### config.mk
export PLATFORM = sky130hd
export DESIGN_NAME = lsbu_unit
export DESIGN_NICKNAME = d
export VERILOG_FILES = /design/src/hdl/lsbu_pkg.sv /design/src/hdl/lsbu_unit.sv
export VERILOG_INCLUDE_DIRS = /design/src /design/src/hdl
export SDC_FILE = /design/constraint.sdc
export NUM_CORES = 1
export LEC_CHECK = 0
export ABC_AREA = 1
export BUFFER_PORTS_ARGS = -buffer_cell sky130_fd_sc_hd__buf_2
export CAP_MARGIN = 30
export CELL_PAD_IN_SITES_DETAIL_PLACEMENT = 0
export CELL_PAD_IN_SITES_GLOBAL_PLACEMENT = 1
export CORE_MARGIN = 3
export CORE_UTILIZATION = 39
export DETAILED_ROUTE_END_ITERATION = 16
export PLACE_DENSITY_LB_ADDON = 0.1
export SLEW_MARGIN = 20
export SYNTH_ARGS = -nofsm -noshare
export SYNTH_HDL_FRONTEND = slang
export SYNTH_SLANG_ARGS = --single-unit
### constraint.sdc
create_clock -name CLK_SYS -period 0.8 [get_ports CLK_SYS]
set_input_delay 0.08 -clock CLK_SYS [delete_from_list [all_inputs] [get_ports CLK_SYS]]
set_output_delay 0.08 -clock CLK_SYS [all_outputs]
set_load 0.05 [all_outputs]
### src/hdl/lsbu_defines.svh
// constants for the logic, shift and bit operation unit
`ifndef LSBU_DEFINES_SVH
`define LSBU_DEFINES_SVH
`define LSBU_DATA_W 32
`define LSBU_BYTE_MSB 7
`define LSBU_WORD_MSB 15
`define LSBU_LONG_MSB 31
`define LSBU_BITNO_W 3
`define LSBU_RESET_DATA 32'h0000_0000
`endif

### src/hdl/lsbu_pkg.sv
// types for the logic, shift and bit operation unit
package lsbu_pkg;
  typedef enum logic [1:0] {
    LSBU_SZ_BYTE = 2'h0,
    LSBU_SZ_WORD = 2'h1,
    LSBU_SZ_LONG = 2'h2
  } lsbu_size_t;
  typedef enum logic [4:0] {
    LSBU_OP_AND = 5'h00,
    LSBU_OP_OR = 5'h01,
    LSBU_OP_XOR = 5'h02,
    LSBU_OP_NOT = 5'h03,
    LSBU_OP_ASHL = 5'h04,
    LSBU_OP_ASHR = 5'h05,
    LSBU_OP_LSHL = 5'h06,
    LSBU_OP_LSHR = 5'h07,
    LSBU_OP_ROTATE_LEFT = 5'h08,
    LSBU_OP_ROTATE_RIGHT = 5'h09,
    LSBU_OP_ROTCL = 5'h0a,
    LSBU_OP_ROTCR = 5'h0b,
    LSBU_OP_BIT_SET_OP = 5'h0c,
    LSBU_OP_BIT_CLEAR_OP = 5'h0d,
    LSBU_OP_BINV = 5'h0e,
    LSBU_OP_BIT_TEST_OP = 5'h0f,
    LSBU_OP_CAND = 5'h10,
    LSBU_OP_CANDI = 5'h11,
    LSBU_OP_COR = 5'h12,
    LSBU_OP_CORI = 5'h13,
    LSBU_OP_CXOR = 5'h14,
    LSBU_OP_CXORI = 5'h15,
    LSBU_OP_BLD = 5'h16,
    LSBU_OP_BLDI = 5'h17,
    LSBU_OP_BST = 5'h18,
    LSBU_OP_BSTI = 5'h19
  } lsbu_op_t;
  // one request from the decoder
  typedef struct packed {
    lsbu_op_t op;
    lsbu_size_t size;
    logic use_imm;     // second operand / bit number from immediate
    logic two_places;  // shift or rotate by two instead of one
    logic [31:0] dst;
    logic [31:0] src_gpr;
    logic [31:0] imm;
    logic [2:0] bit_imm;
  } lsbu_req_t;
  // condition flags handed back
  typedef struct packed {
    logic n;
    logic z;
    logic v;
    logic c;
  } lsbu_flags_t;
endpackage : lsbu_pkg

### src/hdl/lsbu_unit.sv
// logic, shift/rotate and single-bit datapath, one result per request
// interface and timing
// - the unit has one clock; every output comes from a flip-flop
// - a request is taken on any rising edge with REQ_VALID high
// - RES_VALID follows one edge later and stands for one cycle
// - RES_DATA, RES_WRITE and FLAGS_OUT hold until the next request
// - requests may come back to back, one per cycle, in any order
// - nothing is refused; an unknown op code hands dst back untouched,
//   with RES_WRITE low and the flags passed through
//
// operand handling
// - logic and shift results are trimmed to the selected size, so the
//   bits above it come back as zero; the register file merges the
//   narrow result with the untouched upper part of the register
// - bit operations look only at the low byte of dst; the upper three
//   bytes are handed back as they came
// - memory operands arrive in dst from the access path; this unit
//   never talks to memory itself
//
// flags
// - logic ops: n and z from the result, v cleared, c kept
// - shifts and rotates: n and z from the result, v cleared, c takes
//   the last bit shifted or rotated out
// - arithmetic left shift behaves as the logical one; overflow is
//   not detected, so v always reads zero after it
// - bit test writes only z; carry ops and bit loads write only c
// - bit set, clear, invert and store leave all flags as they were
// - v passes through unchanged for every bit operation
//
// shifts by two places
// - the second place reuses the one-place step on the first result,
//   so fill, width and carry rules cannot drift apart
// - rotate through carry by two is a ring of width plus one bits;
//   the carry out of the first step feeds the second
// - the price is two step units in series on the longest path,
//   traded for a single, simple step description
//
// bit numbers
// - the inverted carry ops, inverted load and inverted store always
//   take the immediate bit number, whatever use_imm says
// - every other bit op takes the immediate when use_imm is set, else
//   the low three bits of src_gpr
// - bit numbers from src_gpr ignore its upper bits on purpose
//
// reset
// - reset clears every output at once, without waiting for the clock
// - during reset RES_DATA, RES_WRITE and FLAGS_OUT all read zero
// - a request may be made on the first edge after release
//
// limitations
// - no arithmetic, branch or system operations live here
// - there is no queue; each request gives exactly one result
// - the flags in FLAGS_IN are taken with the request, so a flag
//   update still in flight elsewhere must be forwarded by the caller
// - the result registers load only on a request and then hold, so a
//   stale value stays visible; consumers qualify it with RES_VALID
// - the unit keeps no flag state of its own; FLAGS_OUT is only the
//   proposal for the condition register, written by the caller
`timescale 1ns/100ps
`default_nettype none
`include "lsbu_defines.svh"
module lsbu_unit (
  input wire logic CLK_SYS,              // core clock, 20 MHz
  input wire logic NRST,                 // async reset, active low
  input wire logic REQ_VALID,            // one-cycle request strobe
  input wire lsbu_pkg::lsbu_req_t REQ,   // operation and operands
  input wire lsbu_pkg::lsbu_flags_t FLAGS_IN, // current flags
  output logic RES_VALID,                // result strobe, one cycle
  output logic [31:0] RES_DATA,          // result for write back
  output logic RES_WRITE,                // result must be written back
  output lsbu_pkg::lsbu_flags_t FLAGS_OUT // updated flags
);
  import lsbu_pkg::*;

  // width mask for the selected operand size
  function automatic logic [31:0] size_mask(input lsbu_size_t sz);
    case (sz)
      LSBU_SZ_BYTE: size_mask = 32'h0000_00ff;
      LSBU_SZ_WORD: size_mask = 32'h0000_ffff;
      default: size_mask = 32'hffff_ffff;
    endcase
  endfunction : size_mask

  // index of the sign bit for the selected operand size
  function automatic logic [4:0] msb_index(input lsbu_size_t sz);
    case (sz)
      LSBU_SZ_BYTE: msb_index = 5'(`LSBU_BYTE_MSB);
      LSBU_SZ_WORD: msb_index = 5'(`LSBU_WORD_MSB);
      default: msb_index = 5'(`LSBU_LONG_MSB);
    endcase
  endfunction : msb_index

  // one place of shift or rotate inside the operand width; returns
  // {carry_out, data}. bits above the width are kept zero.
  function automatic logic [32:0] step1(input lsbu_op_t op,
                                        input lsbu_size_t sz,
                                        input logic [31:0] d,
                                        input logic cin);
    logic [4:0] m;
    logic [31:0] mk;
    logic top;
    logic [31:0] r;
    logic co;
    m = msb_index(sz);
    mk = size_mask(sz);
    top = d[m];
    r = 32'h0000_0000;
    co = 1'b0;
    case (op)
      LSBU_OP_ASHL, LSBU_OP_LSHL: begin
        r = (d << 1) & mk;
        co = top;
      end
      LSBU_OP_ASHR: begin
        r = (d >> 1) | ({31'h0, top} << m);
        co = d[0];
      end
      LSBU_OP_LSHR: begin
        r = d >> 1;
        co = d[0];
      end
      LSBU_OP_ROTATE_LEFT: begin
        r = ((d << 1) & mk) | {31'h0, top};
        co = top;
      end
      LSBU_OP_ROTATE_RIGHT: begin
        r = (d >> 1) | ({31'h0, d[0]} << m);
        co = d[0];
      end
      LSBU_OP_ROTCL: begin
        r = ((d << 1) & mk) | {31'h0, cin};
        co = top;
      end
      LSBU_OP_ROTCR: begin
        r = (d >> 1) | ({31'h0, cin} << m);
        co = d[0];
      end
      default: begin
        r = d;
        co = cin;
      end
    endcase
    step1 = {co, r};
  endfunction : step1

  logic [31:0] mask;
  logic [31:0] dst_m;
  logic [31:0] src_m;
  logic [2:0] bit_no;
  logic [7:0] bit_sel;
  logic [7:0] byte_in;
  logic cur_bit;
  logic [32:0] sh_a;
  logic [32:0] sh_b;
  logic [31:0] res_d;
  logic wr_d;
  lsbu_flags_t flg_d;
  logic [31:0] res_data_q;
  logic res_write_q;
  logic res_valid_q;
  lsbu_flags_t flags_q;

  // operand trimming; bit operations only ever see the low byte
  assign mask = size_mask(REQ.size);
  assign dst_m = REQ.dst & mask;
  assign src_m = (REQ.use_imm ? REQ.imm : REQ.src_gpr) & mask;
  assign byte_in = REQ.dst[7:0];
  // inverted variants always take the immediate bit number
  always_comb begin
    case (REQ.op)
      LSBU_OP_CANDI, LSBU_OP_CORI, LSBU_OP_CXORI, LSBU_OP_BLDI,
      LSBU_OP_BSTI: bit_no = REQ.bit_imm;
      default: bit_no = REQ.use_imm ? REQ.bit_imm
                                    : REQ.src_gpr[2:0];
    endcase
  end
  assign bit_sel = 8'h01 << bit_no;
  assign cur_bit = byte_in[bit_no];

  // the second place reuses the first step so width and fill rules match
  assign sh_a = step1(REQ.op, REQ.size, dst_m, FLAGS_IN.c);
  assign sh_b = step1(REQ.op, REQ.size, sh_a[31:0], sh_a[32]);

  // result and flag selection; flags not touched pass through
  always_comb begin
    res_d = REQ.dst;
    wr_d = 1'b0;
    flg_d = FLAGS_IN;
    case (REQ.op)
      LSBU_OP_AND, LSBU_OP_OR, LSBU_OP_XOR, LSBU_OP_NOT: begin
        case (REQ.op)
          LSBU_OP_AND: res_d = dst_m & src_m;
          LSBU_OP_OR: res_d = dst_m | src_m;
          LSBU_OP_XOR: res_d = dst_m ^ src_m;
          default: res_d = ~dst_m & mask;
        endcase
        wr_d = 1'b1;
        flg_d.n = res_d[msb_index(REQ.size)];
        flg_d.z = (res_d == 32'h0000_0000);
        flg_d.v = 1'b0;
      end
      LSBU_OP_ASHL, LSBU_OP_ASHR, LSBU_OP_LSHL, LSBU_OP_LSHR,
      LSBU_OP_ROTATE_LEFT, LSBU_OP_ROTATE_RIGHT, LSBU_OP_ROTCL, LSBU_OP_ROTCR: begin
        res_d = REQ.two_places ? sh_b[31:0] : sh_a[31:0];
        flg_d.c = REQ.two_places ? sh_b[32] : sh_a[32];
        wr_d = 1'b1;
        flg_d.n = res_d[msb_index(REQ.size)];
        flg_d.z = (res_d == 32'h0000_0000);
        flg_d.v = 1'b0;
      end
      // upper bytes of the destination are handed back untouched
      LSBU_OP_BIT_SET_OP: begin
        res_d = {REQ.dst[31:8], byte_in | bit_sel};
        wr_d = 1'b1;
      end
      LSBU_OP_BIT_CLEAR_OP: begin
        res_d = {REQ.dst[31:8], byte_in & ~bit_sel};
        wr_d = 1'b1;
      end
      LSBU_OP_BINV: begin
        res_d = {REQ.dst[31:8], byte_in ^ bit_sel};
        wr_d = 1'b1;
      end
      LSBU_OP_BIT_TEST_OP: flg_d.z = ~cur_bit;
      LSBU_OP_CAND: flg_d.c = FLAGS_IN.c & cur_bit;
      LSBU_OP_COR: flg_d.c = FLAGS_IN.c | cur_bit;
      LSBU_OP_CXOR: flg_d.c = FLAGS_IN.c ^ cur_bit;
      LSBU_OP_CANDI: flg_d.c = FLAGS_IN.c & ~cur_bit;
      LSBU_OP_CORI: flg_d.c = FLAGS_IN.c | ~cur_bit;
      LSBU_OP_CXORI: flg_d.c = FLAGS_IN.c ^ ~cur_bit;
      LSBU_OP_BLD: flg_d.c = cur_bit;
      LSBU_OP_BLDI: flg_d.c = ~cur_bit;
      LSBU_OP_BST: begin
        res_d = {REQ.dst[31:8],
                 (byte_in & ~bit_sel) | (FLAGS_IN.c ? bit_sel : 8'h00)};
        wr_d = 1'b1;
      end
      LSBU_OP_BSTI: begin
        res_d = {REQ.dst[31:8],
                 (byte_in & ~bit_sel) | (FLAGS_IN.c ? 8'h00 : bit_sel)};
        wr_d = 1'b1;
      end
      default: begin
        res_d = REQ.dst;
        wr_d = 1'b0;
      end
    endcase
  end

  // result registers; data only loads on a request so it holds otherwise
  always_ff @(posedge CLK_SYS or negedge NRST) begin
    if (!NRST) begin
      res_data_q <= `LSBU_RESET_DATA;
      flags_q <= '0;
      res_write_q <= 1'b0;
    end else if (REQ_VALID) begin
      res_data_q <= res_d;
      flags_q <= flg_d;
      res_write_q <= wr_d;
    end
  end

  // strobe follows the request by exactly one edge
  always_ff @(posedge CLK_SYS or negedge NRST) begin
    if (!NRST) begin
      res_valid_q <= 1'b0;
    end else begin
      res_valid_q <= REQ_VALID;
    end
  end

  assign RES_VALID = res_valid_q;
  assign RES_DATA = res_data_q;
  assign RES_WRITE = res_write_q;
  assign FLAGS_OUT = flags_q;
endmodule : lsbu_unit
`default_nettype wire

Yosys cells after proc, flatten, opt, wreduce, memory -nomap -nowiden
Index checks and enable logic that the tools add are counted.
Widths: inputs -> output; s select.
{ "word_totals": {"reg_bits": 38, "wordCells": 121, "input_bits": 115, "out_inout_bits": 38} }
{ "classes": {"n_mux": 33, "bitwise_logic": 32, "eq_ne": 26, "shifts": 7, "order_cmp": 4, "n_reduce_logical": 12} }
{ "ops": {"columns": ["operator", "n"], "rows": [
  ["$pmux 32 s7", 3],
  ["$and 32x32->32", 6],
  ["$or 31x32->32", 6],
  ["$shl 1x5->32", 6],
  ["$or 32x1->32", 4],
  ["$mux 32", 3],
  ["$pmux 32 s3", 1],
  ["$logic_not 32->1", 2],
  ["$pmux 32 s2", 1],
  ["$eq 5x5->1 const B", 10],
  ["$eq 5x4->1 const B", 8],
  ["$not 32->32", 1],
  ["$or 32x32->32", 1],
  ["$xor 32x32->32", 1],
  ["$or 8x8->8", 3],
  ["$bmux 1 s5", 4],
  ["$eq 5x3->1 const B", 4],
  ["$lt 5x6->1 const B", 3],
  ["$reduce_or 17->1", 1],
  ["$mux 8", 2],
  ["$reduce_or 12->1", 1],
  ["$reduce_or 4->1", 3],
  ["$eq 5x2->1 const B", 2],
  ["$mux 5", 2],
  ["23 further kinds", 36]
]} }

Depth between registers and ports, before layout
Gate-level depths: netlist of the first run.
{ "depth": {"ltp_word": 17, "mapped_depth": 25, "ltp_nobuf": 24} }

Worst setup path before layout of the first run
No wires, ideal clock.
{ "synth_timing": {"path_type": "input to register", "start": "in REQ[100] (netlist name)", "end": "reg flags_q, in the netlist FLAGS_OUT[2]", "path_slack_ns": -1.697, "path_stages": 19, "arrival_time_ns": 2.431, "path_cell_list": "clkbuf_1 -> inv_1 -> clkbuf_1 -> clkbuf_1 -> nor2_1 -> nor3_1 -> inv_1 -> ha_1 -> a221oi_1 -> nand2_1 -> nor2_1 -> nand3_1 -> nor3_1 -> nand3_1 -> nand2_1 -> nor2_1 -> nand2_1 -> nand2_1 -> nand2_1"} }
{ "synth_between": {"elab_chain_len": 7, "word_cells_on_any_way": 14} }
{ "synth_rtl": {"columns": ["item", "line_no", "source"], "rows": [
  ["start, declared", "lsbu_unit.sv:66", "input wire lsbu_pkg::lsbu_req_t REQ,"],
  ["$mux 32", "lsbu_unit.sv:166", "assign src_m = (REQ.use_imm ? REQ.imm : REQ.src_gpr) & mask;"],
  ["$and 32x32->32", "lsbu_unit.sv:166", null],
  ["$xor 32x32->32, or another cell as far along", "lsbu_unit.sv:194", "LSBU_OP_XOR: res_d = dst_m ^ src_m;"],
  ["$pmux 32 s3", "lsbu_unit.sv:191", "case (REQ.op)"],
  ["$mux 32", "lsbu_unit.sv:189", "case (REQ.op)"],
  ["$logic_not 32->1", "lsbu_unit.sv:199", "flg_d.z = (res_d == 32'h0000_0000);"],
  ["$pmux 1 s3 (*)", "lsbu_unit.sv:189", null],
  ["end signal, assigned", "lsbu_unit.sv:258", "flags_q <= flg_d;"],
  ["end, declared", "lsbu_unit.sv:161", "lsbu_flags_t flags_q;"]
]} }
Mark *: on every way between the ends. The rest lies on a longest branch, timed or not. The select of a mux whose other input is x is not followed.
A chain may end at the register's enable or synchronous reset.

Worst setup path after layout of the first run
{ "layout_timing": {"start": "in REQ[107] (netlist name)", "end": "reg res_data_q[7] (netlist: RES_DATA[7])"} }
{ "layout_between": {"elab_chain_len": 10, "word_cells_on_any_way": 55} }
{ "layout_rtl": {"columns": ["item", "line_no", "source"], "rows": [
  ["$eq 5x3->1", "lsbu_unit.sv:109, lsbu_unit.sv:189", null],
  ["$reduce_or 2->1", "lsbu_unit.sv:109", "case (op)"],
  ["$pmux 32 s7", "lsbu_unit.sv:109", null],
  ["$bmux 1 s5", "lsbu_unit.sv:106", "top = d[m];"],
  ["$mux 1 (not written as such)", "lsbu_unit.sv:106", null],
  ["$shl 1x5->32", "lsbu_unit.sv:115", "r = (d >> 1) | ({31'h0, top} << m);"],
  ["$or 31x32->32", "lsbu_unit.sv:115", null],
  ["$pmux 32 s7", "lsbu_unit.sv:109", null],
  ["$mux 32", "lsbu_unit.sv:204", "res_d = REQ.two_places ? sh_b[31:0] : sh_a[31:0];"],
  ["$pmux 32 s7 (*)", "lsbu_unit.sv:189", null],
  ["end signal, assigned", "lsbu_unit.sv:253", "res_data_q <= `LSBU_RESET_DATA;"],
  ["end signal, assigned", "lsbu_unit.sv:257", "res_data_q <= res_d;"],
  ["end, declared", "lsbu_unit.sv:158", "logic [31:0] res_data_q;"]
]} }
Marked as above.

==> run summary, run 1 <==
Crit end category = register
RSZ-0062 raised after global routing = yes
Failing checks = setup timing
Hold Path Depth = 3
Total gr overflow = 0
Status = complete, but fails checks
Pwr per Cell Area = 1025 nW/µm²
Dominant synthesized flop cell = dfrtp_1
Initial Util = 39.83%
Fin crit share = 281.0%
Final net count = 2071
Design Power = 0.01532 W
Hold_sp = FLAGS_IN[1]
Post-Syn Area = 7501 µm²
Slew HR = 71.10%
Pin count of the biggest net entering global routing = 39
# fillers = 1342
R2R cell count = 2
Slew @ Worst Pin = 433.0 ps
CP startpoint kind = input port
FMAX = 0.4449 GHz
Io pins = 153
Num rows = 50
CTS tree = done
Synth unique cells = 49
Die X = 144.7 µm
Clk sinks = 38
Synth warnings = 0
CTS buffer count = 5
Setup-failing EPs final = 75
Residual DRC = 0
Final Slew Violations = 0
Most frequent cells in the layout = buf_4, nand2_1, inv_1, nor2_1, buf_2
Reg2reg start = RES_DATA[9]
Avg Cell Area, Syn = 5.735 µm²
Crit path DAT = 2430 ps
DR vias = 12150
Non-filler instance count after layout = 2137
Max cap viols = 0
Core area = 18830 µm²
Asr flop ratio synth = 100.0%
Hold crit path type = in -> reg
# H-tree levels = 2
Final WL = 44750 µm
Synthesis-stage register bit count = 38
TritonRoute pass-1 iters = 7
Post-route setup slack = -1448 ps
TNS Setup = -44980 ps
Syn nets = 1503
Iteration-0 DRC count of the detailed router = 1237
Placed cell count = 2023
Worst Path Required = 990 ps
Crit Reg-Reg Endpoint = RES_DATA[9]
CP Class = in -> reg
Routability Congestion = 1.008
Register area share after synthesis = 12.68%
Global-route wire length before repair = 61280 µm
Clk_skew = 0 ps
Hold WS = 8.751 ps
Die ar. = 20930 µm²
Post-layout util = 79.38%
Worst-Skew Late Latency = 290 ps
CP max FO = 7
Global router's overall resource usage = 37.96%
R2R setup slack = -110 ps
DR WL/cell = 20.94 µm
Vias per cell = 5.685
Root Buffer = clkbuf_16
Leakage = 7.432 nW
Antenna Violating Nets Remaining = 0
Syn-to-layout area delta = 99.28%
Most common cell after layout, fill and taps aside = buf_4
Reg clk slew, reported paths = 70 ps
Post-synthesis cell count = 1308
Diode count = 0
Final count of hold timing violations = 0
Hold endpoint = FLAGS_OUT[1]
Vias in the first global route = 11070
Initial antenna violation count = 1
Deepest clock path buffer count = 2
Die Height = 144.7 µm
Number of port buffers = 152
Post-synth EDFFs = 0
Peak VDD IR = 807.6 µV
Post-layout min period = 2248 ps
Layout cells sized above 1 = 53.38%
Half-perimeter wire length after placement = 29760 µm
[critical path: stages]
cell and delay [ps]:
buf_12 100, clkinv_8 50, buf_8 120, nor3_4 190, nand2_2 100, nand3_4 160
inv_6 70, a22oi_4 180, buf_12 160, buf_4 120, nor2_4 30, inv_2 80
ha_4 200, a221oi_2 270, nand3_1 110, nor2_1 130, o21ai_1 120, nand2_1 80
o21ai_1 50
[registers in the layout (all words and copies together), names as in the netlist]
signal	count
FLAGS_OUT	4
RES_VALID	1
RES_DATA	32
RES_WRITE	1
[power by group]
part | switching (W) | internal, W
Clock | 0.000967 | 0.00147
Combinational | 0.00574 | 0.00464
Sequential | 0.000305 | 0.00219
Total | 0.00701 | 0.00831
[synthesized netlist by cell type (18+ instances only)]
master	instances	area (µm²)
nor3_1	36	180.2
o211ai_1	19	142.6
inv_1	131	491.7
o22ai_1	29	181.4
a21oi_1	52	260.3
o21ai_0	68	340.3
nor2_1	159	596.8
nand2_1	383	1438
clkbuf_1	41	153.9
dfrtp_1	38	950.9
ha_1	80	1001
nand3_1	84	420.4
o21ai_1	18	90.09
[what timing repair did]
action                                  4_1_cts  5_1_grt
endpoints found under the hold margin        38        0
cloned                                        7        4
pin swaps                                    81      129
resized for setup                           370      237
endpoints found under the setup margin       75       75
hold buffers                                  1        0
setup buffers                                62       45
[cell type report]
type                            instances  area (µm²)  share of cell area (%)
Timing Repair Buffer                  628        5383                   36.01
Timing Repair inverter                  2       20.02                  0.1339
Clock buffer                            5       125.1                  0.8370
Clock inverter                          3       45.04                  0.3013
Sequential cell                        38       959.7                   6.420
Inverter                              149       655.6                   4.386
Tap cell                              260       325.3                   2.176
Multi-Input combinational cell       1052        7435                   49.74
[how the worst max path moves through the flow]
| stage | startpoint | to | slack (ps) | depth (start not counted) |
|---|---|---|---|---|
| 5_1_grt | REQ[107] | RES_DATA[7] | -1500 | 19 |
| 4_1_cts | REQ[107] | RES_DATA[5] | -1240 | 21 |
| 3_5_place_dp | REQ[100] | FLAGS_OUT[2] | -1800 | 20 |
| 3_3_place_gp | REQ[100] | FLAGS_OUT[2] | -1780 | 20 |
| 2_1_floorplan | REQ[104] | RES_DATA[0] | -1330 | 19 |
| 6_report | REQ[107] | RES_DATA[7] | -1450 | 19 |
[layer usage]
metal	part of all wire (%)	GRT usage, %	wire length [µm]	up-vias
met1	40	53.70	18060	5684
met2	45	59.81	19940	756
met5	0	0	0	-
met3	10	5.389	4562	181
met4	4.9	11.83	2185	0
li1	-	-	-	5527
[per-stage QoR]
step,setup slack [ps],instance area (µm²)
floorplan,-1326,7934
global placement,-1778,11590
detailed placement,-1796,11590
CTS,-1235,13770
global route,-1500,14950
finish,-1448,14950
[cells by family (layout without fill, tap and decap cells)]
family / Yosys count / count (layout) / synth area share (%)
simple gates: 712 / 713 / 39.90
compound gates: 257 / 257 / 21.77
buf+inv: 219 / 787 / 12.08
fa+ha+maj: 80 / 80 / 13.34
flops: 38 / 38 / 12.68
xor+xnor: 2 / 2 / 0.2336
Power figures use the tool's default switching activity.
==> inputs of run 2 (changes only) <==
--- a/config.mk
+++ b/config.mk
@@ -12,7 +12,7 @@
 export CELL_PAD_IN_SITES_DETAIL_PLACEMENT = 0
 export CELL_PAD_IN_SITES_GLOBAL_PLACEMENT = 1
 export CORE_MARGIN = 3
-export CORE_UTILIZATION = 39
+export CORE_UTILIZATION = 35
 export DETAILED_ROUTE_END_ITERATION = 16
 export PLACE_DENSITY_LB_ADDON = 0.1
 export SLEW_MARGIN = 20
==> run 2 against run 1 <==
The run still ends with setup timing left. Flip-flop and latch count did not move. Non-clock buffer count rose by 13. Die area rose by 11%. Core utilization fell by 7.0 points. Power fell by 0.76%. Clock power barely moved. Clock skew did not move.
==> run summary, run 2 (synthesis results as in run 1) <==
Status = complete, but fails checks
Failing checks = setup timing
Area of the multi-input gates = 7348 µm²
Reg clk slew, reported paths = 70 ps
P_int = 0.008299 W
Fin crit share = 262.5%
Leakage = 7.555 nW
Die Height = 152.4 µm
Setup WS pre-CTS = -2032 ps
CP startpoint kind = input port
CP max FO = 7
DR WL/cell = 20.24 µm
Number of port buffers = 152
# H-tree levels = 2
Total gr overflow = 0
Residual DRC = 0
Io pins = 153
Iteration-0 DRC count of the detailed router = 975
Clk sinks = 38
Master of the slowest instance on the critical path = a21oi_1
Hold crit path type = in -> reg
Initial antenna violation count = 0
Global-route wire length before repair = 63880 µm
CP Cell Sequence = buf_12 > clkinv_8 > nor2_4 > buf_6 > nand2_4 > nand4_4 > buf_6 > buf_4 > nor2_4 > nor2_4 > nand3_1 > nand2_1 > inv_2 > nand3_2 > nand2_1 > nand2_1 > nand2_2 > nand2_2 > nand4_1 > a21oi_1
Crit path DAT = 2320 ps
Pin count of the biggest net entering global routing = 39
DR vias = 11790
Setup-failing EPs final = 75
Initial Util = 36.37%
Max reg flops = 32
CTS tree = done
Layout cells sized above 1 = 52.68%
Final net count = 2081
R2R setup slack = -130 ps
Final Slew Violations = 0
Sequential Power Share = 16.4%
Clock power share = 16.2%
Root Buffer = clkbuf_16
Vias in the first global route = 11340
Post-layout min period = 2100 ps
Most common cell after layout, fill and taps aside = buf_4
Sw Pwr = 0.006904 W
CP delay by family, top = simple AND/OR/NAND/NOR gates
Register area = 959.7 µm²
Final WL = 43670 µm
Diode count = 0
Worst Path Required = 1020 ps
Final count of hold timing violations = 0
Pwr per Cell Area = 1019 nW/µm²
Sw frac = 45.41%
Crit end category = register
CTS buffer count = 5
Core area = 20620 µm²
Post-route setup slack = -1300 ps
Design Power = 0.01520 W
Most frequent cells in the layout = buf_4, nand2_1, nor2_1, inv_1, buf_2
Deepest clock path buffer count = 2
Num rows = 52
Vias per cell = 5.464
Clk_skew = 0 ps
Non-filler instance count after layout = 2157
Die ar. = 23220 µm²
Slew @ Worst Pin = 449.3 ps
Routability Congestion = 0.9923
Worst-Skew Late Latency = 300 ps
RSZ-0062 raised after global routing = yes
Slew HR = 69.99%
CP Class = in -> reg
WP buf/inv = 6
Comb power frac = 67.4%
Max cap viols = 0
Syn-to-layout area delta = 98.92%
Global router's overall resource usage = 34.46%
Die X = 152.4 µm
Placed cell count = 2025
FMAX = 0.4763 GHz
Half-perimeter wire length after placement = 31150 µm
Peak VDD IR = 914.7 µV
TritonRoute pass-1 iters = 5
Antenna Violating Nets Remaining = 0
# fillers = 1732
Worst path max stage delay = 230 ps
==> run 2: cell count changes in the layout (fill, tap and decap cells not counted), moves of 5 or more <==
cell,previous run,this run
buf_4,393,408
nor2_4,35,28
nand2_2,66,53
a21oi_1,26,31
buf_6,80,75
nand3_4,12,6
nand2_1,293,307
nand3_2,15,22
nor2_1,111,121
==> run 2: through the flow <==
step                setup TNS, ps  cell area (µm²)  hold WS [ps]  utilization, %
finish                     -46310            14920       0.08266           72.34
global placement           -52330            11510         69.61           55.79
global route               -49690            14920         12.47           72.34
floorplan                  -36470             7934        -215.6               -
detailed placement         -53420            11510         73.64           55.79
CTS                        -46090            13990         2.627           67.84
==> run 2: worst min-delay path, stage by stage <==
cell     delay (ps)
buf_2            70
nand3_1          60
nand2_1          50
==> run 2: per-layer routing <==
metal  up-vias  share of wire (%)  track usage [%]
li1       5534                  -                -
met1      5627                 44            48.11
met2       535                 45            55.27
met3        89                7.9            5.339
met4         0                3.0            9.589
met5         -                  0                0
==> run 2: layout make-up <==
class	count	share of cell area (%)
clock inverters	3	0.3019
multi-input cells	1051	49.25
well taps	270	2.264
flip-flops and latches	38	6.432
repair buffers	641	36.50
inverters	149	4.411
clock buffers	5	0.8386
==> run 2: final timing paths <==
| path | startpoint | to | cells after the start |
|---|---|---|---|
| min reg2reg | RES_DATA[6] | RES_DATA[6] | 2 |
| min in group asynchronous | NRST | RES_DATA[27] | 3 |
| max in group asynchronous | NRST | RES_DATA[15] | 3 |
| min | FLAGS_IN[1] | FLAGS_OUT[1] | 3 |
| max | REQ[105] | FLAGS_OUT[3] | 20 |
| max reg2reg | FLAGS_OUT[2] | FLAGS_OUT[2] | 4 |
==> run 2: timing repair <==
| action | in CTS | in global routing |
|---|---|---|
| hold endpoints to repair | 38 | 0 |
| buffers inserted | 84 | 42 |
| endpoints found under the setup margin | 75 | 75 |
| gates resized for setup | 411 | 164 |
| gates cloned | 8 | 4 |
| pin swaps | 144 | 98 |
| hold buffers | 1 | 0 |
==> run 2: power groups by stage <==
stage	Sequential (W)	Clock [W]	Combinational [W]
after floorplan	0.00329	0	0.00310
after global placement	0.00244	0	0.00739
after detailed placement	0.00244	0	0.00745
after CTS	0.00247	0.00245	0.00936
after global routing	0.00252	0.00254	0.0108
final	0.00250	0.00246	0.0102
==> inputs of run 3 (changes only) <==
--- a/config.mk
+++ b/config.mk
@@ -12,8 +12,9 @@
 export CELL_PAD_IN_SITES_DETAIL_PLACEMENT = 0
 export CELL_PAD_IN_SITES_GLOBAL_PLACEMENT = 1
 export CORE_MARGIN = 3
-export CORE_UTILIZATION = 35
+export CORE_UTILIZATION = 39
 export DETAILED_ROUTE_END_ITERATION = 16
+export HOLD_SLACK_MARGIN = 0.08
 export PLACE_DENSITY_LB_ADDON = 0.1
 export SLEW_MARGIN = 20
 export SYNTH_ARGS = -nofsm -noshare
==> run 3 against run 2 <==
The flow still finishes with violations (setup timing). Via count increased by 3.0%. Die area decreased by 9.9%. First-iteration DRC count increased by 21%. Hold slack improved by 90 ps. Non-clock buffer count decreased by 12. Critical endpoint is now RES_DATA[7]. Largest cell class unchanged.
==> run summary, run 3 (synthesis results as in run 1) <==
Status = complete, but fails checks
Failing checks = setup timing
Die X = 144.7 µm
Routability Congestion = 1.008
Final Slew Violations = 0
Die ar. = 20930 µm²
Clk sinks = 38
# H-tree levels = 2
FMAX = 0.4360 GHz
Initial antenna violation count = 1
Global-route wire length before repair = 61310 µm
Leakage = 7.436 nW
RSZ-0062 raised after global routing = yes
CP max FO = 7
Root Buffer = clkbuf_16
DR vias = 12130
Hold crit path type = in -> reg
Top layer in use = met4
Io pins = 153
CTS tree = done
WL met1 = 18340 µm
Placed Area = 11590 µm²
Post-route setup slack = -1494 ps
Number of port buffers = 152
Final count of hold timing violations = 0
Global router's overall resource usage = 37.98%
Most frequent cells in the layout = buf_4, nand2_1, inv_1, nor2_1, buf_2
# fillers = 1343
Worst Path Required = 990 ps
Half-perimeter wire length after placement = 29760 µm
Core area = 18830 µm²
Residual DRC = 0
Slew @ Worst Pin = 433.0 ps
Final WL = 44760 µm
Initial Util = 39.83%
Antenna Violating Nets Remaining = 0
Placed cell count = 2023
Non-filler instance count after layout = 2138
DR WL/cell = 20.94 µm
DR WL met2 = 19910 µm
Slew HR = 71.11%
Crit end category = register
Max reg flops = 32
Reg clk slew, reported paths = 70 ps
Vias in the first global route = 11080
Setup-failing EPs final = 75
Master of the slowest instance on the critical path = a221oi_2
Design area = 14960 µm²
Vias per cell = 5.675
Max cap viols = 0
Deepest clock path buffer count = 2
Most common cell after layout, fill and taps aside = buf_4
Syn-to-layout area delta = 99.42%
CP startpoint kind = input port
Peak VDD IR = 809.0 µV
Crit path DAT = 2480 ps
Clk_skew = 0 ps
Hold WS = 90.06 ps
Met3 routed WL = 4310 µm
CTS buffer count = 5
Worst path max stage delay = 290 ps
Iteration-0 DRC count of the detailed router = 1184
CP Class = in -> reg
Pin count of the biggest net entering global routing = 39
Die Height = 144.7 µm
Pwr per Cell Area = 1026 nW/µm²
TritonRoute pass-1 iters = 6
Layout cells sized above 1 = 53.35%
Total gr overflow = 0
Post-layout util = 79.44%
CP Cell Sequence = buf_12 > clkinv_8 > buf_8 > nor3_4 > nand2_2 > nand3_4 > inv_6 > a22oi_4 > buf_12 > buf_4 > nor2_4 > inv_2 > ha_4 > a221oi_2 > nand3_1 > nor2_1 > o21ai_1 > nand2_1 > o21ai_1
Post-layout min period = 2294 ps
Final net count = 2072
Worst-Skew Late Latency = 290 ps
Fin crit share = 286.7%
Diode count = 0
Num rows = 50
run 3: changes by cell type in the layout (fill, tap and decap cells not counted), sizes merged:
cell / delta
nand4: +1
clkinv: -3
clkbuf: -1
dlygate4sd3: +1
bufbuf: +1
inv: +5
buf: -13
run 3: repair_timing:
item,4_1_cts,5_1_grt
resized for setup,370,237
hold buffers,2,0
setup buffers,62,45
endpoints found under the setup margin,75,75
endpoints found under the hold margin,39,0
pin swaps,81,129
cloned,7,4
run 3: per-layer routing:
| metal | global-route usage, % | vias up |
|---|---|---|
| met3 | 5.389 | 185 |
| li1 | - | 5526 |
| met2 | 59.86 | 735 |
| met4 | 11.83 | 0 |
| met5 | 0 | - |
| met1 | 53.70 | 5687 |
run 3: final timing paths:
path | start | end | slack [ps] | cells after the start
max | REQ[107] | RES_DATA[7] | -1490 | 19
min | FLAGS_IN[3] | FLAGS_OUT[3] | 90 | 3
max reg2reg | RES_DATA[9] | RES_DATA[9] | -110 | 2
min reg2reg | RES_DATA[4] | RES_DATA[4] | 510 | 2
max in group asynchronous | NRST | RES_DATA[31] | 270 | 3
min in group asynchronous | NRST | RES_DATA[27] | 280 | 3
run 3: stage by stage:
stage	worst slack, ps	power, W	TNS (ps)
after floorplan	-1326	0.006393	-36470
after detailed placement	-1796	0.009902	-53880
final	-1494	0.01534	-45090
after global placement	-1778	0.009812	-52810
after global routing	-1500	0.01599	-48770
after CTS	-1235	0.01387	-41450
run 3: where the power goes:
group	switching, W	internal (W)
Combinational	0.00575	0.00464
Clock	0.000983	0.00148
Sequential	0.000305	0.00219
Total	0.00703	0.00831
run 3: worst max-delay path: cells and delay by family:
kind                       cells  cell delay (ps)
AOI/OAI and AO/OA              4              640
adders and majority gates      1              210
buffers and inverters          7              710
and+or+nand+nor                7              820
run 3: final cells by class:
type / instances / area (µm²) / area share, %
clock buffer: 5 / 125.1 / 0.8365
clock inverter: 3 / 45.04 / 0.3011
inverter: 149 / 655.6 / 4.383
multi-input combinational: 1052 / 7435 / 49.70
sequential: 38 / 959.7 / 6.416
tap: 260 / 325.3 / 2.175
timing repair buffer: 629 / 5393 / 36.05
timing repair inverter: 2 / 20.02 / 0.1338
